### src/hdl/sbc_pkg.sv
// sbc_pkg: constants, types and decode helpers of the sram bank controller
// assumes a single 100 MHz system clock; byte addresses are 23 bits (8 Mbytes)
package sbc_pkg;

  // address space
  localparam int              ADDR_W    = 23;
  localparam logic [22:0]     CFG_OFS   = 23'h000014;  // general_config
  localparam logic [22:0]     STAT_OFS  = 23'h000018;  // controller status
  localparam logic [22:0]     REG_TOP   = 23'h000200;  // registers below this
  localparam logic [22:0]     DEV_TOP   = 23'h001000;  // device windows below this

  // general_config fields and reset value
  localparam int              CFG_WAIT_BIT = 10;
  localparam int              CFG_CAP_LSB  = 7;
  localparam logic [31:0]     CFG_RESET    = 32'h0000_0400;  // one wait state

  // bank capacity coding
  localparam logic [2:0]      CAP_MAX       = 3'h5;   // 512K x 32, 2 Mbytes
  localparam int              BANK_BIT_BASE = 16;     // select bits of code 000

  typedef enum logic [1:0] {ST_IDLE, ST_ACC1, ST_ACC2} sbc_state_t;
  typedef enum logic [1:0] {SRC_RSM, SRC_SEG, SRC_PCI, SRC_CPU} sbc_src_t;
  typedef enum logic [1:0] {TGT_SRAM, TGT_REG, TGT_DEV} sbc_tgt_t;

  // reserved capacity codes act as the largest bank
  function automatic logic [2:0] cap_clamp(input logic [2:0] code);
    return (code > CAP_MAX) ? CAP_MAX : code;
  endfunction

  // bank number held in the two address bits that the capacity code names
  function automatic logic [1:0] bank_of(input logic [22:0] addr, input logic [2:0] code);
    logic [22:0] s;
    s = addr >> (BANK_BIT_BASE + int'(cap_clamp(code)));
    return s[1:0];
  endfunction

  // region that a byte address falls into
  function automatic sbc_tgt_t target_of(input logic [22:0] addr, input logic standalone);
    if (addr < REG_TOP) return TGT_REG;
    if (addr < DEV_TOP && standalone) return TGT_DEV;
    return TGT_SRAM;
  endfunction

endpackage

### src/hdl/sbc_ctrl.sv
// sbc_ctrl: local memory controller for up to four external sram banks
// assumes all requesters and the sram run on clk; strap pins are asynchronous
//
// Operation
// - One to four banks, each at most 2 Mbytes, all same size.
// - Capacity field, general_config bits 9:7, places banks contiguously.
// - Code 000 is 64 KB on bits 17:16; each step doubles; 110/111 reserved.
// - Every internal requester access is a full 32-bit word; processor writes use its byte enables.
// - Up to 8 Mbytes addressed, minus the low 200h bytes (1000h in stand-alone).
// - Registers and device windows sit at the bottom, served by this controller.
// - Width select low runs by_4/by_8 parts, high runs by_16 parts.
// - In by_16 mode write strobes are byte enables on reads and writes.
// - Device windows only in stand-alone; else 200h-fffh is bank 0 memory.
// - Wait select bit 10: 0 gives one-cycle, 1 gives two-cycle access.
// - Wait select resets to 1.
// - Processor register accesses take the same timing as its sram accesses.
// - PCI register accesses always take zero wait states.
// - Priority: reassembly, segmentation, PCI, then local processor.
`timescale 1ns/100ps
`default_nettype none

module sbc_ctrl (
  // clock and reset
  input  wire logic        clk,
  input  wire logic        rst,
  // straps
  input  wire logic        sram_width_select,
  input  wire logic        local_cpu_mode_select,
  // reassembly consumer
  input  wire logic        reassembly_consumer_req,
  input  wire logic        reassembly_consumer_we,
  input  wire logic [22:0] reassembly_consumer_addr,
  input  wire logic [31:0] reassembly_consumer_wdata,
  output logic             reassembly_consumer_done,
  // segmentation consumer
  input  wire logic        segmentation_consumer_req,
  input  wire logic        segmentation_consumer_we,
  input  wire logic [22:0] segmentation_consumer_addr,
  input  wire logic [31:0] segmentation_consumer_wdata,
  output logic             segmentation_consumer_done,
  // pci slave path
  input  wire logic        pci_req,
  input  wire logic        pci_we,
  input  wire logic [22:0] pci_addr,
  input  wire logic [31:0] pci_wdata,
  output logic             pci_done,
  // local processor
  input  wire logic        cpu_chip_select_n,
  input  wire logic        cpu_addr_strobe_n,
  input  wire logic        cpu_we,
  input  wire logic [1:0]  bank_select_inputs,
  input  wire logic [22:0] cpu_addr,
  input  wire logic [3:0]  cpu_byte_en_n,
  input  wire logic [31:0] cpu_wdata,
  output logic             cpu_ready_n,
  // read data shared by all requesters
  output logic [31:0]      rd_data,
  // sram and device pins
  output logic [20:0]      sram_word_addr,
  output logic [3:0]       bank_chip_selects_n,
  output logic             sram_out_en_n,
  output logic [3:0]       sram_write_strobes_n,
  output logic [31:0]      sram_data_out,
  output logic             sram_data_oe_n,
  input  wire logic [31:0] sram_data_in,
  output logic             ext_dev_select_n
);

  typedef struct packed {
    sbc_pkg::sbc_state_t st;
    logic [2:0]          wsel_s;
    logic [2:0]          mode_s;
    logic                by16;
    logic                standalone;
    logic [31:0]         cfg;
    logic                cpu_pend;
    logic                cpu_we;
    logic [22:0]         cpu_addr;
    logic [3:0]          cpu_be;
    logic [31:0]         cpu_wdata;
    sbc_pkg::sbc_src_t   src;
    sbc_pkg::sbc_tgt_t   tgt;
    logic                we;
    logic [22:0]         addr;
    logic [31:0]         wdata;
    logic [3:0]          be;
    logic [1:0]          bank;
    logic [20:0]         sram_addr;
    logic [3:0]          cs_n;
    logic                oe_n;
    logic [3:0]          wstb_n;
    logic [31:0]         dout;
    logic                dout_n;
    logic                dev_n;
    logic [31:0]         rdata;
    logic                rsm_done;
    logic                seg_done;
    logic                pci_done;
    logic                cpu_rdy_n;
  } sbc_regs_t;

  sbc_regs_t q;
  sbc_regs_t d;

  logic                slow;
  logic [2:0]          cap;

  // wait state applies unless pci reaches a register
  assign slow = q.cfg[sbc_pkg::CFG_WAIT_BIT]
                && !(q.src == sbc_pkg::SRC_PCI && q.tgt == sbc_pkg::TGT_REG);
  assign cap  = q.cfg[sbc_pkg::CFG_CAP_LSB +: 3];

  // next state of the whole controller
  always_comb begin
    logic        grant;
    logic [22:0] a;
    d           = q;
    d.rsm_done  = 1'b0;
    d.seg_done  = 1'b0;
    d.pci_done  = 1'b0;
    d.cpu_rdy_n = 1'b1;
    grant       = 1'b0;
    a           = '0;

    // strap filters: a change counts once stages two and three agree
    d.wsel_s = {q.wsel_s[1:0], sram_width_select};
    d.mode_s = {q.mode_s[1:0], local_cpu_mode_select};
    if (q.wsel_s[2] == q.wsel_s[1]) d.by16 = q.wsel_s[2];
    if (q.mode_s[2] == q.mode_s[1]) d.standalone = q.mode_s[2];

    // processor request taken when chip select and address strobe are low
    if (!cpu_chip_select_n && !cpu_addr_strobe_n && !q.cpu_pend) begin
      a = cpu_addr;
      a[sbc_pkg::BANK_BIT_BASE + int'(sbc_pkg::cap_clamp(cap)) +: 2] = bank_select_inputs;
      d.cpu_pend  = 1'b1;
      d.cpu_we    = cpu_we;
      d.cpu_addr  = a;
      d.cpu_be    = ~cpu_byte_en_n;
      d.cpu_wdata = cpu_wdata;
    end

    unique case (q.st)
      sbc_pkg::ST_IDLE: begin
        // fixed priority arbitration
        grant = 1'b1;
        if (reassembly_consumer_req) begin
          d.src = sbc_pkg::SRC_RSM;
          d.we = reassembly_consumer_we;
          d.addr = reassembly_consumer_addr;
          d.wdata = reassembly_consumer_wdata;
          d.be = 4'hf;
        end else if (segmentation_consumer_req) begin
          d.src = sbc_pkg::SRC_SEG;
          d.we = segmentation_consumer_we;
          d.addr = segmentation_consumer_addr;
          d.wdata = segmentation_consumer_wdata;
          d.be = 4'hf;
        end else if (pci_req) begin
          d.src = sbc_pkg::SRC_PCI;
          d.we = pci_we;
          d.addr = pci_addr;
          d.wdata = pci_wdata;
          d.be = 4'hf;
        end else if (q.cpu_pend) begin
          d.src = sbc_pkg::SRC_CPU;
          d.we = q.cpu_we;
          d.addr = q.cpu_addr;
          d.wdata = q.cpu_wdata;
          d.be = q.cpu_be;
        end else begin
          grant = 1'b0;
        end
        if (grant) begin
          // registers and device windows decoded from the low addresses
          d.tgt  = sbc_pkg::target_of(d.addr, q.standalone);
          d.bank = sbc_pkg::bank_of(d.addr, cap);
          d.st   = sbc_pkg::ST_ACC1;
          if (d.tgt != sbc_pkg::TGT_REG) begin
            d.sram_addr = d.addr[22:2];
            d.oe_n      = d.we;
            d.dout      = d.wdata;
            d.dout_n    = !d.we;
            if (d.we) d.wstb_n = ~d.be;
            else d.wstb_n = q.by16 ? 4'h0 : 4'hf;
            if (d.tgt == sbc_pkg::TGT_DEV) d.dev_n = 1'b0;
            else d.cs_n = ~(4'h1 << d.bank);
          end
        end
      end
      sbc_pkg::ST_ACC1, sbc_pkg::ST_ACC2: begin
        if (q.st == sbc_pkg::ST_ACC1 && slow) begin
          d.st = sbc_pkg::ST_ACC2;  // pins stay put
        end else begin
          // finish: sample data, update registers, release pins
          d.st = sbc_pkg::ST_IDLE;
          if (q.tgt == sbc_pkg::TGT_REG) begin
            if (q.addr == sbc_pkg::CFG_OFS) d.rdata = q.cfg;
            else if (q.addr == sbc_pkg::STAT_OFS)
              d.rdata = {24'h0, q.by16, q.standalone, q.bank, 1'b0, cap};
            else d.rdata = 32'h0;
            if (q.we && q.addr == sbc_pkg::CFG_OFS) begin
              for (int i = 0; i < 4; i++) begin
                if (q.be[i]) d.cfg[i*8 +: 8] = q.wdata[i*8 +: 8];
              end
            end
          end else begin
            d.rdata = sram_data_in;
          end
          d.cs_n   = 4'hf;
          d.oe_n   = 1'b1;
          d.wstb_n = 4'hf;
          d.dout_n = 1'b1;
          d.dev_n  = 1'b1;
          unique case (q.src)
            sbc_pkg::SRC_RSM: d.rsm_done = 1'b1;
            sbc_pkg::SRC_SEG: d.seg_done = 1'b1;
            sbc_pkg::SRC_PCI: d.pci_done = 1'b1;
            sbc_pkg::SRC_CPU: begin
              d.cpu_rdy_n = 1'b0;
              d.cpu_pend  = 1'b0;
            end
          endcase
        end
      end
      default: d.st = sbc_pkg::ST_IDLE;
    endcase

    if (rst) begin
      d           = '0;
      d.cfg       = sbc_pkg::CFG_RESET;
      d.cs_n      = 4'hf;
      d.oe_n      = 1'b1;
      d.wstb_n    = 4'hf;
      d.dout_n    = 1'b1;
      d.dev_n     = 1'b1;
      d.cpu_rdy_n = 1'b1;
    end
  end

  // state register
  always_ff @(posedge clk) begin
    q <= d;
  end

  // outputs straight from the state register
  assign reassembly_consumer_done   = q.rsm_done;
  assign segmentation_consumer_done = q.seg_done;
  assign pci_done                   = q.pci_done;
  assign cpu_ready_n                = q.cpu_rdy_n;
  assign rd_data                    = q.rdata;
  assign sram_word_addr             = q.sram_addr;
  assign bank_chip_selects_n        = q.cs_n;
  assign sram_out_en_n              = q.oe_n;
  assign sram_write_strobes_n       = q.wstb_n;
  assign sram_data_out              = q.dout;
  assign sram_data_oe_n             = q.dout_n;
  assign ext_dev_select_n           = q.dev_n;
endmodule

`default_nettype wire

### config.mk
export PLATFORM = sky130hd
export DESIGN_NAME = sbc_ctrl
export DESIGN_NICKNAME = d
export VERILOG_FILES = /design/src/hdl/sbc_pkg.sv /design/src/hdl/sbc_ctrl.sv
export SDC_FILE = /design/constraint.sdc
export NUM_CORES = 1
export LEC_CHECK = 0
export BUFFER_PORTS_ARGS = -buffer_cell sky130_fd_sc_hd__clkbuf_2
export CAP_MARGIN = 20
export CORE_MARGIN = 2
export CORE_UTILIZATION = 57
export CTS_CLUSTER_SIZE = 28
export DETAILED_ROUTE_END_ITERATION = 10
export PLACE_DENSITY = 0.86
export SYNTH_ARGS = -nofsm -noshare
export SYNTH_HDL_FRONTEND = slang
export SYNTH_SLANG_ARGS = --single-unit
### constraint.sdc
create_clock -name clk -period 3.69 [get_ports clk]
set_input_delay 0.738 -clock clk [delete_from_list [all_inputs] [get_ports clk]]
set_output_delay 0.738 -clock clk [all_outputs]
set_load 0.02 [all_outputs]
==> out/qor.txt, run 1 <==
Post-Syn Instances -> 1,663
Net Count, Synth -> 1,940
DRC viols -> 0
vias per cell -> 5.90
post-route cell area -> 15,600 um^2
count of different cell masters after synthesis -> 68
worst hold-check path type -> primary input to register
largest family of logic cells by synthesized area -> simple AND/OR/NAND/NOR gates
global-route wire length before repair -> 64.6 mm
Routed Antenna Nets -> 0
Pins Over Slew Limit -> 0
Tcrit/Tclk final -> 82.5%
cts hold-fix bufs -> 0
die span in x -> 157 um
Tot GR Track Use -> 33.0%
Post-Synth Simple-Gate Area -> 21.4%
Clock Sinks -> 269
Hold Fails Final Rpt -> 0
antenna violations before repair -> 1
area leader, netlist -> dfxtp_1
Cell Count, Final, Fillers Out -> 2,212
setup ws final -> 0.646 ns
kind of critical path -> register to register
RSZ-0062 raised after global routing -> false
Peak Freq -> 328 MHz
Post-CTS Setup Bufs -> 0
DP Worst Slack -> 0.398 ns
drt pass-1 iters -> 6
Clock Skew -> 0.0129 ns
post-DP HPWL -> 31.5 mm
Leakage Power -> 6.63 nW
Mapped Area -> 13,400 um^2
Compound-Gate Fraction of Synth Area -> 17.0%
Clk Latency, worst-skew pair -> 0.54 ns
Sum Neg Setup Slack -> 0 ns
TritonCTS Buffers -> 28
CTS tree -> built
IO Pins -> 371
max_slew headroom -> 31.5%
worst-path maximum fanout -> 39
DIE AREA -> 24,800 um^2
GP Congestion -> 0.961
post-layout net count -> 2,150
diodes inserted -> 0
core area -> 23,300 um^2
Max Buffers Root-to-Sink -> 3
Wirelength per Cell -> 19.3 um
worst path required time -> 4.14 ns
clk slew on worst S/H paths -> 0.06 ns
Root Driver -> clkbuf_16
Power per Cell Area -> 494 nW/um^2
vias -> 13.1k
vias in the first global route -> 11.9k
CP endpoint kind -> register
H-Tree Depth -> 1
I/O Buffers -> 370
grt ovf -> 0
Detailed Route WL -> 42.8 mm
Slew @ Worst Pin -> 1.03 ns
FF+latch count, synth -> 269
largest net degree at the start of global routing -> 165
Reg2Reg Setup Slack -> 0.65 ns
Critical R2R Launch -> q[226]
mux cell area share after synthesis -> 11.0%
Layout area overhead -> 16.2%
maximum vdd drop -> 0.000297 V
Initial Utilization -> 57.6%
worst r2r path cells -> 8
Placed Area -> 14,700 um^2
Resize count post-CTS -> 0
Max-cap violations -> 0
worst reg2reg endpoint -> sram_data_out[13]
outcome -> completed
CP Data Arrival Time -> 3.49 ns
Synth top area share -> 40.1%
Post-synth ARST share -> 0%
Synth Area in XOR/XNOR -> 0%
Synth Area per Inst -> 8.08 um^2
post-synthesis sequential area ratio -> 40.1%
startpoint types -> register
layout cells sized above 1 -> 27.4%
final setup vio count -> 0
placed cells -> 2,161
Die Y -> 157 um
Post-Synth Adder-Cell Area -> 0.559%
DR iter-0 viols -> 1,461
Synth warnings -> 0
CP Capture Point -> sram_data_out[13]
Post-synth EDFFs -> 0
Crit. Startpoint -> q[226]
# rows -> 56
minimum clock period -> 3.04 ns
dominant register cell in the synthesized netlist -> dfxtp_1
top area cells in the synthesized netlist -> dfxtp_1, nor2_1, mux2i_1, buf_4, a21oi_1
==> flip-flops by register name (all words and copies together) (netlist names), 3 cells and up <==
signal and cells:
bank_chip_selects_n 4, cap 3, q 166, rd_data 32
sram_data_out 32, sram_word_addr 21, sram_write_strobes_n 4
==> metrics by stage <==
| stage | hold slack (ns) | util (%) | power [mW] |
|---|---|---|---|
| finish | 0.383 | 66.9 | 7.71 |
| global route | 0.376 | 66.9 | 8.00 |
| CTS | 0.368 | 66.8 | 7.69 |
| detailed placement | 0.440 | 62.8 | 4.93 |
| global placement | 0.422 | 62.8 | 4.89 |
| floorplan | 0.409 | - | 4.52 |
==> cells by family after synthesis <==
kind of cell | Yosys count
flops | 269
mux | 143
simple gates | 667
fa+ha+maj | 6
buf+inv | 233
compound gates | 345
==> layout make-up <==
| type | count | area (um^2) |
|---|---|---|
| clock inverter | 4 | 23.8 |
| timing repair buffer | 403 | 2120 |
| tap | 319 | 399 |
| multi-input combinational | 1161 | 6730 |
| sequential | 269 | 5390 |
| fill | 2010 | 7730 |
| inverter | 10 | 37.5 |
| clock buffer | 46 | 900 |
==> critical path, cell delays in order (launching register included) <==
cell and delay (ns):
dfxtp_4 0.77, mux2i_1 0.17, a221oi_1 0.59, and4bb_1 0.27, and3_4 0.18, a21oi_4 0.27
buf_4 0.34, nor2_1 0.09, a211oi_1 0.24
==> worst min path at each step <==
stage / end / cells past startpoint / startpoint / slack [ns]
finish: q[200] / 2 / cpu_byte_en_n[2] / 0.38
global route: q[200] / 2 / cpu_byte_en_n[2] / 0.38
CTS: q[201] / 2 / cpu_byte_en_n[3] / 0.37
detailed placement: q[262] / 1 / q[261] / 0.44
global placement: q[265] / 1 / q[264] / 0.42
floorplan: cpu_ready_n / 1 / q[164] / 0.41
==> cells in the final DEF (no fill, tap or decap), types with 33 or more instances in the layout <==
cell type / instances
a211oi_1: 61
a21oi_1: 117
buf_4: 33
clkbuf_2: 367
dfxtp_1: 268
mux2_2: 41
mux2i_1: 102
nand2_1: 155
nor2_1: 330
nor3_1: 104
o21ai_0: 63
==> routing by layer <==
| layer | vias to the layer above | GRT usage (%) | part of all wire, % |
|---|---|---|---|
| li1 | 6115 | - | - |
| met1 | 6124 | 46.0 | 42 |
| met2 | 685 | 51.5 | 45 |
| met3 | 126 | 5.01 | 9.2 |
| met4 | 2 | 12.9 | 4.3 |
| met5 | - | 0 | 0.026 |
==> power by group <==
part	internal [mW]	switching, mW	total (mW)
sequential	3.16	0.217	3.38
combinational	0.592	0.940	1.53
clock	1.65	1.15	2.80
==> Yosys cell counts (3+ instances only) <==
library cell,number
nand2_1,155
mux2i_1,102
nor2b_1,16
inv_1,9
a221o_1,8
buf_6,7
dfxtp_1,269
a221oi_1,28
and3_1,3
buf_2,15
ha_1,6
o311ai_0,4
a222oi_1,3
a21oi_1,117
a211o_1,3
nor3b_1,3
o22ai_1,5
or2_2,6
a2bb2oi_1,5
a22oi_1,6
o211ai_1,6
clkbuf_1,98
nand3_1,8
nand2b_1,10
and2_1,5
mux2_2,41
o221ai_1,3
a211oi_2,6
nor3_1,105
o21bai_1,3
o21a_1,4
buf_1,3
nor4_1,7
buf_4,99
nor2_1,330
a211oi_1,61
o21ai_0,63
and3b_1,3
Power figures use the tool's default switching activity.
==> run 2: changes to the inputs <==
--- a/config.mk
+++ b/config.mk
@@ -8,10 +8,10 @@
 export BUFFER_PORTS_ARGS = -buffer_cell sky130_fd_sc_hd__clkbuf_2
 export CAP_MARGIN = 20
 export CORE_MARGIN = 2
-export CORE_UTILIZATION = 57
+export CORE_UTILIZATION = 53
 export CTS_CLUSTER_SIZE = 28
 export DETAILED_ROUTE_END_ITERATION = 10
-export PLACE_DENSITY = 0.86
+export PLACE_DENSITY = 0.81
 export SYNTH_ARGS = -nofsm -noshare
 export SYNTH_HDL_FRONTEND = slang
 export SYNTH_SLANG_ARGS = --single-unit
==> constraint.sdc (replaced) <==
create_clock -name clk -period 3.1 [get_ports clk]
set_input_delay 0.62 -clock clk [delete_from_list [all_inputs] [get_ports clk]]
set_output_delay 0.62 -clock clk [all_outputs]
set_load 0.02 [all_outputs]
==> run 2 against run 1 <==
- sequential cell count unchanged
- final area is 1.0% higher
- clock power up 23%
- sequential power grew 19%
- setup slack got worse by 0.48 ns
- global-route usage decreased by 1.7 points
==> out/qor.txt, run 2 (same netlist as run 1, synthesis figures left out) <==
outcome -> completed
most frequent cells in the layout -> clkbuf_2, nor2_1, dfxtp_1
CP Data Arrival Time -> 3.34 ns (-0.15 ns)
Root Driver -> clkbuf_16
post-layout net count -> 2,160 (+0.47%)
Clock Sinks -> 269 (unchanged)
worst path required time -> 3.50 ns (-0.64 ns)
Max-cap violations -> 0 (unchanged)
Sum Neg Setup Slack -> 0 ns (unchanged)
# rows -> 58 (+3.6%)
DR iter-0 viols -> 1,289 (-12%)
largest net degree at the start of global routing -> 101 (-39%)
Resize count post-CTS -> 0 (unchanged)
Die Y -> 163 um (+3.6%)
Clk Latency, worst-skew pair -> 0.54 ns (about the same)
Leakage Power -> 6.71 nW (+1.2%)
Finished Core Util -> 62.9% (-3.9 points)
Hold Slack -> 0.254 ns (-0.129 ns)
post-DP HPWL -> 31.6 mm (+0.38%)
CTS tree -> built
antenna violations before repair -> 1 (unchanged)
max_slew headroom -> 40.0% (+8.5 points)
vias per cell -> 5.77 (-2.2%)
most common cell after layout, fill and taps aside -> clkbuf_2
setup ws final -> 0.161 ns (-0.485 ns)
Initial Utilization -> 53.6% (-3.9 points)
H-Tree Depth -> 1 (unchanged)
Max Buffers Root-to-Sink -> 3 (unchanged)
startpoint types -> register
RSZ-0062 raised after global routing -> false
core area -> 25,000 um^2 (+7.3%)
grt ovf -> 0 (unchanged)
clk slew on worst S/H paths -> 0.06 ns (about the same)
GP Congestion -> 0.964 (+0.31%)
placed cells -> 2,182 (+0.97%)
DRC viols -> 0 (unchanged)
Power per Cell Area -> 591 nW/um^2 (+20%)
I/O Buffers -> 370 (unchanged)
drt pass-1 iters -> 5 (-1)
kind of critical path -> register to register
minimum clock period -> 2.94 ns (-0.105 ns)
Detailed Route WL -> 43.6 mm (+2.0%)
vias in the first global route -> 11.9k (+0.067%)
vias -> 12.9k (-1.1%)
Wirelength per Cell -> 19.5 um (+0.86%)
Cell Count, Final, Fillers Out -> 2,237 (+1.1%)
TritonCTS Buffers -> 28 (unchanged)
die span in x -> 163 um (+3.6%)
Peak Freq -> 340 MHz (+3.6%)
worst-path maximum fanout -> 10 (-74%)
Tot GR Track Use -> 31.4% (-1.7 points)
Top reg by flops -> q
DIE AREA -> 26,600 um^2 (+7.4%)
CP endpoint kind -> register
Post-CTS Setup Bufs -> 0 (unchanged)
Routed Antenna Nets -> 0 (unchanged)
layout cells sized above 1 -> 27.8% (+0.41 points)
Slew @ Worst Pin -> 0.889 ns (-0.139 ns)
Hold Fails Final Rpt -> 0 (unchanged)
maximum vdd drop -> 0.000408 V (+37%)
final setup vio count -> 0 (unchanged)
IO Pins -> 371 (unchanged)
cts hold-fix bufs -> 0 (unchanged)
Clock Skew -> 0.00936 ns (-0.00359 ns)
Tcrit/Tclk final -> 94.8% (+12 points)
Largest register FFs -> 166 (unchanged)
global-route wire length before repair -> 65.6 mm (+1.5%)
Pins Over Slew Limit -> 0 (unchanged)
Layout area overhead -> 17.3%
worst hold-check path type -> primary input to register
DP Worst Slack -> 0.104 ns (-0.294 ns)
-- run 2: stage by stage --
step | instance area (um^2) | total power [mW]
after floorplan | 13400 | 5.38
after global placement | 14800 | 5.85
after detailed placement | 14800 | 5.89
after CTS | 15700 | 9.29
after global routing | 15800 | 9.66
final | 15800 | 9.31
-- run 2: final cells by class --
class,instances,area [um^2]
Antenna cell,2,5.00
Clock buffer,39,793
Clock inverter,13,143
Fill cell,2246,9280
Inverter,10,37.5
Multi-Input combinational cell,1161,6730
Sequential cell,269,5390
Tap cell,330,413
Timing Repair Buffer,413,2250
-- run 2: per-layer routing --
metal,vias up,wire length [um],track usage [%]
met3,125,3860,5.38
met2,630,18900,47.7
met1,5992,18900,43.8
met5,-,9,0
met4,2,1960,13.6
li1,6157,-,-
-- run 2: worst paths after layout --
kind         slack, ns             start  endpoint  depth (start not counted)
max               0.16            cap[2]    q[204]                          6
min               0.25  cpu_byte_en_n[2]    q[200]                          2
max reg2reg       0.16            cap[2]    q[204]                          6
min reg2reg       0.45            q[261]    q[262]                          1
-- run 2: where the power goes --
group / switching, mW / leakage (nW) / internal (mW)
logic: 1.14 / 4.03 / 0.720
registers: 0.248 / 2.21 / 3.76
clock network: 1.41 / 0.465 / 2.03
total: 2.80 / 6.71 / 6.51
-- run 2: worst max-delay path: stages (launching register included) --
cell and delay [ns]:
dfxtp_1 0.45, a21oi_1 0.65, ha_1 0.27, ha_1 0.24, nand2_1 0.22, o311ai_0 0.80
a21oi_1 0.16
==> run 3: changes to the inputs <==
--- a/config.mk
+++ b/config.mk
@@ -12,6 +12,7 @@
 export CTS_CLUSTER_SIZE = 28
 export DETAILED_ROUTE_END_ITERATION = 10
 export PLACE_DENSITY = 0.81
+export RECOVER_POWER = 50
 export SYNTH_ARGS = -nofsm -noshare
 export SYNTH_HDL_FRONTEND = slang
 export SYNTH_SLANG_ARGS = --single-unit
==> constraint.sdc (replaced) <==
create_clock -name clk -period 3.1 [get_ports clk]
set_input_delay 0.31 -clock clk [delete_from_list [all_inputs] [get_ports clk]]
set_output_delay 0.31 -clock clk [all_outputs]
set_load 0.02 [all_outputs]
==> run 3 against run 2 <==
- global-route usage decreased by 0.16 points
- wire length barely moved
- clock skew increased by 0.0072 ns
- sequential cell count unchanged
- register-to-register slack better by 0.03 ns
- hold slack got worse by 0.24 ns
- non-clock buffer count rose by 24
- sequential share of layout area is 0.43 points lower
- count of clock-buffer cells in the layout increased by 2
- largest cell class unchanged
==> out/qor.txt, run 3 (same netlist as run 1, synthesis figures left out) <==
outcome -> completed
Top reg by flops -> q
CP Data Arrival Time -> 3.30 ns (-0.04 ns)
CP endpoint kind -> register
# rows -> 58 (unchanged)
Tot GR Track Use -> 31.2% (-0.16 points)
post-DP HPWL -> 31.1 mm (-1.4%)
Wirelength per Cell -> 19.3 um (-0.96%)
IO Pins -> 371 (unchanged)
Sum Neg Setup Slack -> 0 ns (unchanged)
Initial Utilization -> 53.6% (unchanged)
vias -> 13.0k (+0.66%)
TritonCTS Buffers -> 28 (unchanged)
Max Buffers Root-to-Sink -> 3 (unchanged)
Routed Antenna Nets -> 0 (unchanged)
layout cells sized above 1 -> 21.6% (-6.2 points)
final setup vio count -> 0 (unchanged)
Clk Latency, worst-skew pair -> 0.55 ns (about the same)
antenna violations before repair -> 2 (+1)
core area -> 25,000 um^2 (unchanged)
Tcrit/Tclk final -> 93.7% (-1.1 points)
Root Driver -> clkbuf_16
GP Congestion -> 0.975 (+1.1%)
largest net degree at the start of global routing -> 114 (+13%)
Power per Cell Area -> 597 nW/um^2 (+1.0%)
post-layout net count -> 2,184 (+1.1%)
most frequent cells in the layout -> nor2_1, clkbuf_2, dfxtp_1
drt pass-1 iters -> 5 (unchanged)
Placed Area -> 14,800 um^2 (-0.27%)
Slew @ Worst Pin -> 1.42 ns (+0.529 ns)
Leakage Power -> 6.52 nW (-2.9%)
H-Tree Depth -> 1 (unchanged)
Clock Sinks -> 269 (unchanged)
Detailed Route WL -> 43.6 mm (about the same)
minimum clock period -> 2.91 ns (-0.0332 ns)
RSZ-0062 raised after global routing -> false
Clock Skew -> 0.0166 ns (+0.00725 ns)
Largest register FFs -> 166 (unchanged)
worst hold-check path type -> primary input to register
maximum vdd drop -> 0.000362 V (-11%)
DR iter-0 viols -> 1,497 (+16%)
Layout area overhead -> 18.8%
clk slew on worst S/H paths -> 0.06 ns (about the same)
global-route wire length before repair -> 65.7 mm (+0.17%)
CTS tree -> built
worst-path maximum fanout -> 8 (-2)
Die Y -> 163 um (unchanged)
most common cell after layout, fill and taps aside -> nor2_1
max_slew headroom -> 5.50% (-35 points)
Hold Fails Final Rpt -> 0 (unchanged)
placed cells -> 2,175 (-0.32%)
I/O Buffers -> 370 (unchanged)
Peak Freq -> 344 MHz (+1.1%)
DRC viols -> 0 (unchanged)
startpoint types -> register
Cell Count, Final, Fillers Out -> 2,260 (+1.0%)
vias in the first global route -> 11.8k (-1.2%)
DIE AREA -> 26,600 um^2 (unchanged)
Post-CTS Setup Bufs -> 0 (unchanged)
Max-cap violations -> 0 (unchanged)
worst path required time -> 3.49 ns (about the same)
vias per cell -> 5.75 (-0.37%)
die span in x -> 163 um (unchanged)
kind of critical path -> register to register
grt ovf -> 0 (unchanged)
Pins Over Slew Limit -> 0 (unchanged)
post-route cell area -> 16,000 um^2 (+1.3%)
==> run 3: cell count changes in the layout (fill, tap and decap cells not counted), moves of 5 or more <==
cell / change
buf_4: -10
clkbuf_1: +99
clkbuf_2: -97
clkinv_2: -5
dlygate4sd3_1: +30
mux2_1: +5
mux2_2: -5
==> run 3: per-layer routing <==
layer / wire length [um] / global-route usage [%]
met2: 19400 / 48.3
met4: 1490 / 10.3
met5: 0 / 0
met3: 3360 / 3.78
met1: 19300 / 45.1
==> run 3: metrics by stage <==
step | power [mW] | utilization [%] | hold slack [ns] | setup WS (ns)
final | 9.53 | 63.7 | 0.0114 | 0.194
after global routing | 9.88 | 63.7 | 0.00678 | 0.113
after CTS | 9.56 | 64.2 | 0.00126 | 0.109
after detailed placement | 5.88 | 58.9 | 0.433 | 0.146
after global placement | 5.84 | 58.9 | 0.440 | 0.322
after floorplan | 5.38 | - | 0.406 | 0.634
==> run 3: worst max-delay path, stage by stage (launching register included) <==
cell and delay [ns]:
dfxtp_1 0.36, or4b_2 0.76, nor4_1 0.23, and4_1 0.31
and3b_1 0.22, and3_4 0.21, and2_1 0.13, buf_4 0.20
mux2i_1 0.24, nor2_1 0.09
==> run 3: cell type report <==
class | count | area (um^2)
Inverter | 10 | 37.5
Clock inverter | 10 | 178
Tap cell | 330 | 413
Fill cell | 2219 | 9080
Antenna cell | 2 | 5.00
Sequential cell | 269 | 5390
Clock buffer | 41 | 841
Multi-Input combinational cell | 1161 | 6720
Timing Repair Buffer | 437 | 2370
==> run 3: worst paths after layout <==
check                           cells after the start              start  slack (ns)      to
worst max-delay path                                9             q[143]        0.19  q[247]
worst min-delay path                                2  sram_width_select        0.01  q[264]
worst max register to register                      9             q[143]        0.19  q[247]
worst min register to register                      2             q[197]        0.45  q[197]
==> run 3: timing repair <==
item / in CTS / in global routing
setup endpoints to repair: 0 / 2
hold buffers: 30 / 0
hold endpoints to repair: 30 / 0
resized for setup: 0 / 2
==> run 3: power by group <==
part	switching, mW	internal, mW	leakage [nW]
Clock	1.40	2.29	0.500
Combinational	1.14	0.695	3.80
Sequential	0.242	3.76	2.21
Total	2.78	6.74	6.52
